==> src/avs_defines.vh <==
// Command codes, frame fields and fixed values of the voltage bus slave
`ifndef AVS_DEFINES_VH
`define AVS_DEFINES_VH

// ------------------------------------------------------------
// Frame fields
// ------------------------------------------------------------
`define FRAME_BITS   6'h20
`define START_MSB    31
`define START_LSB    30
`define CMD_MSB      29
`define CMD_LSB      28
`define GROUP_BIT    27
`define TYPE_MSB     26
`define TYPE_LSB     23
`define SEL_MSB      22
`define SEL_LSB      19
`define DATA_MSB     18
`define DATA_LSB     3
`define CRC_MSB      2
`define START_CODE   2'h1

// ------------------------------------------------------------
// Commands, selectors and answers
// ------------------------------------------------------------
`define CMD_READ     2'h3
`define CMD_HOLD     2'h1
`define CMD_COMMIT   2'h0
`define CT_VOLTAGE   4'h0
`define CT_RATE      4'h1
`define CT_CURRENT   4'h2
`define CT_TEMP      4'h3
`define CT_VRESET    4'h4
`define CT_PMODE     4'h5
`define CT_STATUS    4'hE
`define CT_VERSION   4'hF
`define SEL_ALL      4'hF
`define ACK_OK       2'h0
`define ACK_BADCRC   2'h2
`define ACK_INVALID  2'h3

// ------------------------------------------------------------
// Status word and fixed data
// ------------------------------------------------------------
`define WARN_MASK    16'h70FE
`define PHASE_OC_BIT 4
`define PMODE_RST    16'h0000
`define VERSION_CODE 16'h0000
`define RESET_DATA   16'h0000
`define WRITE_FILL   16'hFFFF
`define SDATA_TAIL   5'h1F

`endif

==> src/crc3_calc.v <==
// Three-bit frame checksum, polynomial x^3 + x + 1, over a parallel word
`timescale 1ns/1ps
`default_nettype none

module crc3_calc #(
  parameter WIDTH = 29
) (
  input  wire [WIDTH-1:0] data,
  output reg  [2:0]       crc
);

  integer k;
  reg     fb;

  // Serial division, first bit sent first
  always @* begin
    crc = 3'h0;
    fb  = 1'b0;
    for (k = WIDTH - 1; k >= 0; k = k - 1) begin
      fb  = data[k] ^ crc[2];
      crc = {crc[1], crc[0] ^ fb, fb};
    end
  end

endmodule // crc3_calc

`default_nettype wire

==> src/frame_shifter.v <==
// Link sampling, 32-bit master frame capture and slave frame shift-out
`timescale 1ns/1ps
`default_nettype none
`include "avs_defines.vh"

module frame_shifter (
  input  wire        ref_clk,
  input  wire        rstn,
  input  wire        link_clk,
  input  wire        mdata_pin,
  input  wire        alert,
  input  wire [31:0] resp_word,
  input  wire        resp_valid,
  output reg  [31:0] frame_ff,
  output reg         frame_stb_ff,
  output reg         sdata_ff
);

  // ------------------------------------------------------------
  // Synchronisers and edge detect
  // ------------------------------------------------------------
  reg        clk_s1_ff;
  reg        clk_s2_ff;
  reg        clk_s3_ff;
  reg        md_s1_ff;
  reg        md_s2_ff;
  reg [5:0]  cnt_ff;
  reg [30:0] sh_ff;
  reg [31:0] nxt_resp_ff;
  reg        nxt_vld_ff;
  reg [31:0] cur_resp_ff;
  reg        cur_vld_ff;

  wire rise = clk_s2_ff & ~clk_s3_ff;
  wire fall = ~clk_s2_ff & clk_s3_ff;
  wire [5:0] out_idx = `FRAME_BITS - cnt_ff;

  always @(posedge ref_clk or negedge rstn) begin
    if (!rstn) begin
      clk_s1_ff <= 1'b0;
      clk_s2_ff <= 1'b0;
      clk_s3_ff <= 1'b0;
      md_s1_ff  <= 1'b1;
      md_s2_ff  <= 1'b1;
    end else begin
      clk_s1_ff <= link_clk;
      clk_s2_ff <= clk_s1_ff;
      clk_s3_ff <= clk_s2_ff;
      md_s1_ff  <= mdata_pin;
      md_s2_ff  <= md_s1_ff;
    end
  end

  // ------------------------------------------------------------
  // Frame counter, capture and answer shift
  // ------------------------------------------------------------
  always @(posedge ref_clk or negedge rstn) begin
    if (!rstn) begin
      cnt_ff       <= 6'h00;
      sh_ff        <= 31'h0000_0000;
      frame_ff     <= 32'h0000_0000;
      frame_stb_ff <= 1'b0;
      nxt_resp_ff  <= 32'hFFFF_FFFF;
      nxt_vld_ff   <= 1'b0;
      cur_resp_ff  <= 32'hFFFF_FFFF;
      cur_vld_ff   <= 1'b0;
      sdata_ff     <= 1'b1;
    end else begin
      frame_stb_ff <= 1'b0;
      if (frame_stb_ff) begin
        nxt_resp_ff <= resp_word;
        nxt_vld_ff  <= resp_valid;
      end
      if (rise && (cnt_ff != 6'h00 || !md_s2_ff)) begin
        sh_ff  <= {sh_ff[29:0], md_s2_ff};
        cnt_ff <= cnt_ff + 6'h01;
        // Answer of the previous frame starts with this one
        if (cnt_ff == 6'h00) begin
          cur_resp_ff <= nxt_resp_ff;
          cur_vld_ff  <= nxt_vld_ff;
        end
        if (cnt_ff == `FRAME_BITS - 6'h01) begin
          frame_ff     <= {sh_ff, md_s2_ff};
          frame_stb_ff <= 1'b1;
        end
      end else if (fall && cnt_ff != 6'h00) begin
        sdata_ff <= cur_vld_ff ? cur_resp_ff[out_idx[4:0]] : 1'b1;
        if (cnt_ff == `FRAME_BITS)
          cnt_ff <= 6'h00;
      end else if (cnt_ff == 6'h00) begin
        // Idle level doubles as the warning notification
        sdata_ff <= ~alert;
      end
    end
  end

endmodule // frame_shifter

`default_nettype wire

==> src/avs_command_status_handler.v <==
// Command decode, warning status and answer build of the voltage bus slave
`timescale 1ns/1ps
`default_nettype none
`include "avs_defines.vh"

module avs_command_status_handler (
  input  wire        ref_clk,
  input  wire        rstn,
  input  wire        avs_clk,
  input  wire        avs_mdata,
  output wire        avs_sdata,
  input  wire        latch_off_fault,
  input  wire        conversion_en,
  input  wire        clear_faults,
  input  wire [1:0]  bus_owns_output,
  input  wire        reset_pin_low_flag,
  input  wire [1:0]  output_at_target,
  input  wire [31:0] boot_voltage,
  input  wire [31:0] init_target,
  input  wire [31:0] init_slew,
  input  wire [31:0] target_min,
  input  wire [31:0] target_max,
  input  wire [31:0] current_meas,
  input  wire [31:0] temp_meas,
  input  wire [31:0] warn_events,
  output wire [31:0] target_voltage,
  output wire [15:0] slew_rising,
  output wire [15:0] slew_falling,
  output wire [1:0]  settled
);

  localparam NCH = 2;

  // ------------------------------------------------------------
  // Frame fields
  // ------------------------------------------------------------
  wire [31:0] fr;
  wire        fr_stb;
  wire [2:0]  rx_crc;
  wire [2:0]  tx_crc;
  reg         init_done_ff;

  wire [1:0]  f_start = fr[`START_MSB:`START_LSB];
  wire [1:0]  f_cmd   = fr[`CMD_MSB:`CMD_LSB];
  wire        f_group = fr[`GROUP_BIT];
  wire [3:0]  f_type  = fr[`TYPE_MSB:`TYPE_LSB];
  wire [3:0]  f_sel   = fr[`SEL_MSB:`SEL_LSB];
  wire [15:0] f_data  = fr[`DATA_MSB:`DATA_LSB];

  wire crc_ok  = rx_crc == fr[`CRC_MSB:0];
  wire is_read = f_cmd == `CMD_READ;
  wire is_wr   = (f_cmd == `CMD_HOLD) | (f_cmd == `CMD_COMMIT);
  wire commit  = f_cmd == `CMD_COMMIT;
  wire sel_all = f_sel == `SEL_ALL;
  wire sel_one = f_sel[3:1] == 3'h0;
  wire ch      = f_sel[0];

  // Fault or disabled conversion drops the frame without answer
  wire live = fr_stb & ~latch_off_fault & conversion_en
            & (f_start == `START_CODE);

  // ------------------------------------------------------------
  // Per-channel state, flattened
  // ------------------------------------------------------------
  wire [31:0] tgt_all;
  wire [15:0] rise_all;
  wire [15:0] fall_all;
  wire [31:0] stat_all;
  wire [31:0] pmode_all;
  wire [1:0]  vdone_all;
  wire [1:0]  any_all;
  wire [1:0]  vnext_all;
  wire [1:0]  alert_all;

  function [15:0] pick16;
    input [31:0] v;
    input        c;
    pick16 = c ? v[31:16] : v[15:0];
  endfunction

  wire [15:0] cur_sel = pick16(current_meas, ch);

  // ------------------------------------------------------------
  // Command check and read mux
  // ------------------------------------------------------------
  reg        cmd_ok;
  reg [15:0] rd_data;

  always @* begin
    case (f_type)
      `CT_VOLTAGE, `CT_RATE, `CT_STATUS, `CT_PMODE:
        cmd_ok = (is_read & sel_one) | (is_wr & (sel_one | sel_all));
      `CT_CURRENT, `CT_TEMP:
        cmd_ok = is_read & sel_one;
      `CT_VRESET:
        cmd_ok = is_wr & (sel_one | sel_all) & (f_data == `RESET_DATA);
      `CT_VERSION:
        cmd_ok = is_read & sel_all;
      default:
        cmd_ok = 1'b0;
    endcase
    if (f_group)
      cmd_ok = 1'b0;
    case (f_type)
      `CT_VOLTAGE: rd_data = pick16(tgt_all, ch);
      `CT_RATE:    rd_data = ch ? {rise_all[15:8], fall_all[15:8]}
                                : {rise_all[7:0], fall_all[7:0]};
      `CT_CURRENT: rd_data = {1'b0, cur_sel[14:0]};
      `CT_TEMP:    rd_data = pick16(temp_meas, ch);
      `CT_PMODE:   rd_data = pick16(pmode_all, ch);
      `CT_STATUS:  rd_data = pick16(stat_all, ch);
      `CT_VERSION: rd_data = `VERSION_CODE;
      default:     rd_data = `WRITE_FILL;
    endcase
  end

  // ------------------------------------------------------------
  // Answer build
  // ------------------------------------------------------------
  wire [1:0] ack = !crc_ok ? `ACK_BADCRC :
                   cmd_ok  ? `ACK_OK : `ACK_INVALID;
  wire [15:0] tx_data = (ack == `ACK_OK && is_read) ? rd_data : `WRITE_FILL;

  // Summary shows the state this frame leaves behind
  // Broadcast summary merges both channels
  wire [4:0] summary = sel_all ?
    {&vnext_all, |any_all, &bus_owns_output, reset_pin_low_flag, 1'b0} :
    {vnext_all[ch], any_all[ch], bus_owns_output[ch],
     reset_pin_low_flag, 1'b0};

  wire [28:0] tx_body = {ack, 1'b0, summary, tx_data, `SDATA_TAIL};
  wire        accept  = live & crc_ok & cmd_ok & is_wr;

  crc3_calc #(
    .WIDTH (29)
  ) u_rx_crc (
    .data (fr[31:3]),
    .crc  (rx_crc)
  );

  crc3_calc #(
    .WIDTH (29)
  ) u_tx_crc (
    .data (tx_body),
    .crc  (tx_crc)
  );

  frame_shifter u_shift (
    .ref_clk      (ref_clk),
    .rstn         (rstn),
    .link_clk     (avs_clk),
    .mdata_pin    (avs_mdata),
    .alert        (|alert_all),
    .resp_word    ({tx_body, tx_crc}),
    .resp_valid   (live),
    .frame_ff     (fr),
    .frame_stb_ff (fr_stb),
    .sdata_ff     (avs_sdata)
  );

  // ------------------------------------------------------------
  // Start-up load of targets and slews
  // ------------------------------------------------------------
  always @(posedge ref_clk or negedge rstn) begin
    if (!rstn)
      init_done_ff <= 1'b0;
    else
      init_done_ff <= 1'b1;
  end

  // ------------------------------------------------------------
  // Channel registers
  // ------------------------------------------------------------
  genvar i;
  generate
    for (i = 0; i < NCH; i = i + 1) begin : g_ch
      localparam [0:0] IDX = i;
      reg [15:0] vtgt_ff;
      reg [15:0] vsh_ff;
      reg        vpend_ff;
      reg [7:0]  rise_ff;
      reg [7:0]  fall_ff;
      reg [15:0] rsh_ff;
      reg        rpend_ff;
      reg [15:0] pmode_ff;
      reg [15:0] warn_ff;
      reg        vdone_ff;
      reg        alert_ff;
      reg        pm_seen_ff;
      reg        bus_seen_ff;

      wire        hit = accept & (sel_all | (ch == IDX));
      wire [15:0] lo  = target_min[16*i +: 16];
      wire [15:0] hi  = target_max[16*i +: 16];
      wire [15:0] clamped = (f_data < lo) ? lo :
                            (f_data > hi) ? hi : f_data;
      wire v_wr = hit & (f_type == `CT_VOLTAGE);
      wire z_wr = hit & (f_type == `CT_VRESET);
      wire r_wr = hit & (f_type == `CT_RATE);
      wire p_wr = hit & (f_type == `CT_PMODE);
      wire s_wr = hit & (f_type == `CT_STATUS);
      wire [15:0] v_val  = z_wr ? boot_voltage[16*i +: 16] : clamped;
      wire        v_new  = hit & commit & (v_wr | z_wr | vpend_ff);
      wire [15:0] v_next = (v_wr | z_wr) ? v_val : vsh_ff;
      wire [15:0] r_next = r_wr ? f_data : rsh_ff;

      // Warning latch; a new event wins over a clear
      wire [15:0] evt    = warn_events[16*i +: 16] & `WARN_MASK;
      wire [15:0] clr    = s_wr ? (f_data & `WARN_MASK) : 16'h0000;
      wire        pm_any = pm_seen_ff | clear_faults;
      wire        bus_any = bus_seen_ff | clr[`PHASE_OC_BIT];
      wire        clr_ph = pm_any & bus_any;
      wire [15:0] clr_v  = {clr[15:5], clr_ph, clr[3:0]};
      wire [15:0] nxt_warn = (warn_ff & ~clr_v) | evt;
      wire        nxt_vdone = ~v_new & (vdone_ff | output_at_target[i]);

      always @(posedge ref_clk or negedge rstn) begin
        if (!rstn) begin
          vtgt_ff     <= 16'h0000;
          vsh_ff      <= 16'h0000;
          vpend_ff    <= 1'b0;
          rise_ff     <= 8'h00;
          fall_ff     <= 8'h00;
          rsh_ff      <= 16'h0000;
          rpend_ff    <= 1'b0;
          pmode_ff    <= `PMODE_RST;
          warn_ff     <= 16'h0000;
          vdone_ff    <= 1'b0;
          alert_ff    <= 1'b0;
          pm_seen_ff  <= 1'b0;
          bus_seen_ff <= 1'b0;
        end else if (!init_done_ff) begin
          vtgt_ff <= init_target[16*i +: 16];
          vsh_ff  <= init_target[16*i +: 16];
          rise_ff <= init_slew[16*i+8 +: 8];
          fall_ff <= init_slew[16*i +: 8];
        end else begin
          // Hold stages a voltage or rate value, commit applies everything staged for the channels it selects
          if ((v_wr | z_wr) && !commit) begin
            vsh_ff   <= v_val;
            vpend_ff <= 1'b1;
          end
          if (v_new) begin
            vtgt_ff  <= v_next;
            vpend_ff <= 1'b0;
          end
          if (r_wr && !commit) begin
            rsh_ff   <= f_data;
            rpend_ff <= 1'b1;
          end
          if (hit && commit && (r_wr || rpend_ff)) begin
            rise_ff  <= r_next[15:8];
            fall_ff  <= r_next[7:0];
            rpend_ff <= 1'b0;
          end
          if (p_wr)
            pmode_ff <= f_data;
          if (v_new)
            vdone_ff <= 1'b0;
          else if (output_at_target[i])
            vdone_ff <= 1'b1;
          warn_ff     <= nxt_warn;
          // Event and clear in one cycle: the event keeps the alert
          alert_ff    <= (|(evt & ~(warn_ff & ~clr_v))) | (alert_ff & ~s_wr);
          pm_seen_ff  <= nxt_warn[`PHASE_OC_BIT] & ~clr_ph & pm_any;
          bus_seen_ff <= nxt_warn[`PHASE_OC_BIT] & ~clr_ph & bus_any;
        end
      end

      assign tgt_all[16*i +: 16]   = vtgt_ff;
      assign rise_all[8*i +: 8]    = rise_ff;
      assign fall_all[8*i +: 8]    = fall_ff;
      assign stat_all[16*i +: 16]  = {vdone_ff, warn_ff[14:0]};
      assign pmode_all[16*i +: 16] = pmode_ff;
      assign vdone_all[i]          = vdone_ff;
      assign vnext_all[i]          = nxt_vdone;
      assign any_all[i]            = |nxt_warn;
      assign alert_all[i]          = alert_ff;
      assign slew_rising[8*i +: 8]  = rise_ff;
      assign slew_falling[8*i +: 8] = fall_ff;
    end
  endgenerate

  assign target_voltage = tgt_all;
  assign settled        = vdone_all;

endmodule // avs_command_status_handler

`default_nettype wire

==> config.mk <==
export PLATFORM = sky130hd
export DESIGN_NAME = avs_command_status_handler
export DESIGN_NICKNAME = d
export VERILOG_FILES = /design/src/crc3_calc.v /design/src/frame_shifter.v /design/src/avs_command_status_handler.v
export VERILOG_INCLUDE_DIRS = /design/src /design/src/src
export SDC_FILE = /design/constraint.sdc
export NUM_CORES = 1
export LEC_CHECK = 0
export ABC_CLOCK_PERIOD_IN_PS = 4400
export BUFFER_PORTS_ARGS = -buffer_cell sky130_fd_sc_hd__buf_2
export CAP_MARGIN = 30
export CORE_MARGIN = 10
export CORE_UTILIZATION = 30
export DETAILED_ROUTE_END_ITERATION = 12
export GPL_ROUTABILITY_DRIVEN = 0
export PLACE_DENSITY_LB_ADDON = 0.25
export SLEW_MARGIN = 20
export SYNTH_ARGS = -nofsm -noshare
export SYNTH_HDL_FRONTEND = slang
export SYNTH_SLANG_ARGS = --single-unit
==> constraint.sdc <==
create_clock -name ref_clk -period 4.4 [get_ports ref_clk]
set_input_delay 0.44 -clock ref_clk [delete_from_list [all_inputs] [get_ports ref_clk]]
set_output_delay 0.44 -clock ref_clk [all_outputs]
set_load 0.005 [all_outputs]
==> Flow_metrics.wiki <==
{| class="wikitable"
! Metric !! Value
|-
| Outcome || completed
|-
| Syn Inst Count || 1974
|-
| Final Cell Area || 0.0236 mm2
|-
| Startpoint of the most critical register-to-register path || u_shift.frame_ff[25]
|-
| Total global routing overflow || 0
|-
| Highest routed metal layer || met5
|-
| Number of warnings issued by yosys || 0
|-
| Synth top area cells || sky130_fd_sc_hd__dfrtp_1 35%, sky130_fd_sc_hd__mux2_2 8.2%, sky130_fd_sc_hd__dfstp_2 7.5%
|-
| DRC violation total after the first TritonRoute iteration || 1896
|-
| Number of nets produced by synthesis || 2307
|-
| Stage delay of the slowest cell on the critical path || 480 ps
|-
| Netlist area before placement || 0.0193 mm2
|-
| Largest driver fanout on the critical path || 34
|-
| Number of vias per cell || 5.54
|-
| Residual DRC || 0
|-
| Pin count of the biggest net entering global routing || 105
|-
| Worst setup skew after layout || 24.5 ps
|-
| WL per Instance || 25.2 um
|-
| Fraction of layout cells with a size suffix above 1 || 30.1%
|-
| Met3 wire length || 5390 um
|-
| Count of pins over their slew limit || 0
|-
| Global router's overall resource usage || 20.7%
|-
| Worst-Skew Late Latency || 560 ps
|-
| Ordered cell list for the critical path || buf_4, nand4b_1, nor4_1, o31ai_1, a31oi_1, o2111ai_2, o21ai_0, nand4_1, a2111oi_2, o22ai_1, xnor2_2, xnor2_1, mux2_2
|-
| Average instance area after synthesis || 9.77 um2
|-
| Half-perimeter wire length after placement || 60200 um
|-
| Clock root buffer || sky130_fd_sc_hd__clkbuf_16
|-
| # nets final || 2623
|-
| Crit path DAT || 4740 ps
|-
| End point of the critical path || u_shift.nxt_resp_ff[0]
|-
| Minimum clock period || 4260 ps
|-
| Worst Setup End Kind || flip-flop
|-
| Instance area at placement || 0.0222 mm2
|-
| Transition time of the tightest slew-check pin || 894 ps
|-
| EDFF count, synth || 0
|-
| Type of the most critical hold path || in2reg
|-
| Core ar. || 0.0633 mm2
|-
| Final Routed Wirelength || 79900 um
|-
| Number of failing setup endpoints in the final timing report || 0
|-
| Number of global-route vias before repair || 17800
|-
| Predominant post-synthesis flop cell || sky130_fd_sc_hd__dfrtp_1
|-
| Number of register bits inferred by synthesis || 323
|-
| Signed area change from the synthesized netlist to the final layout || 22.6%
|-
| Critical path startpoint category || flip-flop
|-
| Worst hold slack across all endpoints || 120 ps
|-
| Fmax || 235 MHz
|-
| Sum of routed wire segments on met1 || 35500 um
|-
| Wire length on met2 || 36000 um
|-
| TritonCTS clock tree || done
|-
| Share of flip-flops with an asynchronous set or reset after synthesis || 100%
|-
| Total count of hold-check failures in the final report || 0
|-
| Proportion of netlist area held by the largest area contributor || 34.8%
|-
| Data required time at the worst endpoint || 4880 ps
|-
| Worst R2R Setup Slack || 140 ps
|-
| Clock-pin transition on the worst setup and hold timing paths || 60 ps
|-
| Leakage power || 10.8 nW
|-
| TritonRoute pass-1 iters || 6
|-
| Die Outline Area || 0.0748 mm2
|-
| Pwr Total || 8.24 mW
|-
| Worst slew margin || 40.4%
|-
| Cell count of the worst reg-to-reg path || 13
|-
| Clock Sink Count || 323
|-
| Seq/Total Area, Yosys || 42.3%
|-
| Total vias in the final route || 17500
|-
| Number of input and output port buffers inserted || 320
|-
| Yosys top cell by area || sky130_fd_sc_hd__dfrtp_1
|-
| Power Dens Cells || 348 mW/mm2
|-
| Count of nets left with antenna violations after detail routing || 0
|-
| Fin crit share || 96.9%
|-
| Max Root-Sink Buffers || 3
|-
| Number of buffers created by CTS || 40
|-
| Total number of placement rows || 92
|-
| R2r endpoint || u_shift.nxt_resp_ff[0]
|-
| Die Width || 274 um
|-
| # IOs || 335
|-
| Origin of the worst setup path || u_shift.frame_ff[25]
|-
| Peak supply drop || 269 uV
|-
| Wire length of the first global-routing pass || 117000 um
|-
| Slowest CP cell || sky130_fd_sc_hd__nor4_1
|-
| Initial antenna violation count || 5
|-
| Ranking of synthesized cells by instance count || 268 x sky130_fd_sc_hd__dfrtp_1, 161 x sky130_fd_sc_hd__nand2_1, 155 x sky130_fd_sc_hd__nor2_1
|-
| Unique masters post-synth || 72
|-
| H-Tree Depth || 2
|-
| # Max-Cap Violations || 0
|-
| Setup repair after global routing missed its margin || yes
|-
| Starting Density || 30.5%
|-
| Type of the worst setup path || reg2reg
|-
| Die Span Y || 274 um
|-
| Top-count cell post-synth || sky130_fd_sc_hd__dfrtp_1
|}
how the worst min path moves through the flow:
| stage | from | to | slack (ps) | cells past startpoint |
|---|---|---|---|---|
| after global placement | u_shift.clk_s1_ff | u_shift.clk_s2_ff | 340 | 0 |
| after detailed placement | u_shift.clk_s1_ff | u_shift.clk_s2_ff | 340 | 0 |
| after floorplan | rstn | g_ch[0].alert_ff | 140 | 0 |
| after global routing | init_slew[9] | g_ch[0].rise_ff[1] | 110 | 2 |
| after CTS | init_slew[21] | g_ch[1].fall_ff[5] | 100 | 2 |
| final | init_slew[9] | g_ch[0].rise_ff[1] | 120 | 2 |
stage by stage:
stage | utilization (%) | instances | setup TNS (ps) | worst slack (ps)
2_1_floorplan | - | 1974 | 0 | 615
4_1_cts | 37.3 | 3165 | 0 | 115
5_1_grt | 37.3 | 3165 | -112 | -64.6
3_3_place_gp | 35.0 | 3090 | 0 | 195
6_report | 37.3 | 3167 | 0 | 137
3_5_place_dp | 35.1 | 3091 | 0 | 116
flip-flops by register name (all words and copies together), names as in the netlist, 2 cells and up:
name                 count
g_ch.pmode_ff           32
g_ch.rsh_ff             32
g_ch.vsh_ff             32
g_ch.vtgt_ff            32
u_shift.frame_ff        32
u_shift.sh_ff           31
u_shift.cur_resp_ff     26
u_shift.nxt_resp_ff     26
g_ch.warn_ff            20
g_ch.fall_ff            16
g_ch.rise_ff            16
u_shift.cnt_ff           6
g_ch.alert_ff            2
g_ch.bus_seen_ff         2
g_ch.pm_seen_ff          2
g_ch.rpend_ff            2
g_ch.vdone_ff            2
g_ch.vpend_ff            2
report_power, final:
group / leakage [nW] / total (mW) / switching (mW) / internal [mW]
clock: 0.688 / 3.47 / 1.35 / 2.12
sequential: 3.91 / 3.51 / 0.227 / 3.28
combinational: 6.20 / 1.25 / 0.674 / 0.578
cells in the final DEF, fill, tap and decap left out, types with 7 or more instances in the layout:
master                      synthesis  final
sky130_fd_sc_hd__buf_2             12    319
sky130_fd_sc_hd__dfrtp_1          268    266
sky130_fd_sc_hd__nand2_1          161    161
sky130_fd_sc_hd__nor2_1           155    155
sky130_fd_sc_hd__mux2i_1          144    144
sky130_fd_sc_hd__mux2_2           140    140
sky130_fd_sc_hd__o21ai_0          125    121
sky130_fd_sc_hd__buf_4              3     86
sky130_fd_sc_hd__inv_1             83     83
sky130_fd_sc_hd__a21oi_1           77     76
sky130_fd_sc_hd__ha_1              65     65
sky130_fd_sc_hd__a21o_1            56     56
sky130_fd_sc_hd__dfstp_2           55     55
sky130_fd_sc_hd__o211ai_1          46     46
sky130_fd_sc_hd__xnor2_1           41     41
sky130_fd_sc_hd__clkbuf_16          0     41
sky130_fd_sc_hd__o21ai_1           35     39
sky130_fd_sc_hd__a22o_1            37     37
sky130_fd_sc_hd__a31oi_1           33     33
sky130_fd_sc_hd__nor3_1            34     31
sky130_fd_sc_hd__o22ai_1           29     29
sky130_fd_sc_hd__o21a_1            27     27
sky130_fd_sc_hd__nand4_1           18     18
sky130_fd_sc_hd__nor4_1            19     18
sky130_fd_sc_hd__nand3_1           17     17
sky130_fd_sc_hd__a221o_1           15     15
sky130_fd_sc_hd__a311oi_1          15     15
sky130_fd_sc_hd__xor2_1            14     14
sky130_fd_sc_hd__clkbuf_8           0     14
sky130_fd_sc_hd__nand2b_1          10     10
sky130_fd_sc_hd__nor2b_1           10     10
sky130_fd_sc_hd__and3_1             9      9
sky130_fd_sc_hd__a221oi_1           8      8
sky130_fd_sc_hd__a22oi_1            7      7
sky130_fd_sc_hd__a211oi_1           7      7
area by class of cell:
cell class                      count  area [um2]
Fill cell                        6381       39700
Clock inverter                     11         151
Clock buffer                       60        1240
Antenna cell                        2        5.00
Timing Repair Buffer              415        2390
Inverter                           86         323
Multi-Input combinational cell   1424       10300
Sequential cell                   323        8160
Tap cell                          846        1060
critical path: cells and delay by family, from the launching register on:
family | cells | cell delay, ps
flops | 1 | 360
buf+inv | 1 | 440
mux | 1 | 270
simple gates | 3 | 780
compound gates | 6 | 1910
xor+xnor | 2 | 420
routing by layer:
metal | vias to the layer above | global-route usage, %
li1 | 7809 | -
met1 | 8811 | 28.0
met2 | 762 | 32.2
met3 | 154 | 3.69
met4 | 4 | 7.88
met5 | - | 0
kinds of logic after synthesis:
group | Yosys count | share of synthesized area (%)
XOR/XNOR | 62 | 3.30
other | 1 | 0.0194
multiplexers | 289 | 16.2
adder cells (fa/ha/maj) | 65 | 4.22
buffers and inverters | 227 | 4.55
AND/OR/NAND/NOR | 457 | 10.6
flip-flops | 323 | 42.3
AO/OA/AOI/OAI | 550 | 18.9
what timing repair did:
item	4_1_cts	5_1_grt
resized for setup	0	6
hold endpoints to repair	38	0
setup endpoints to repair	0	36
hold buffers	3	0
setup buffers	0	0
No activity file was read; power rests on OpenSTA's default activity.
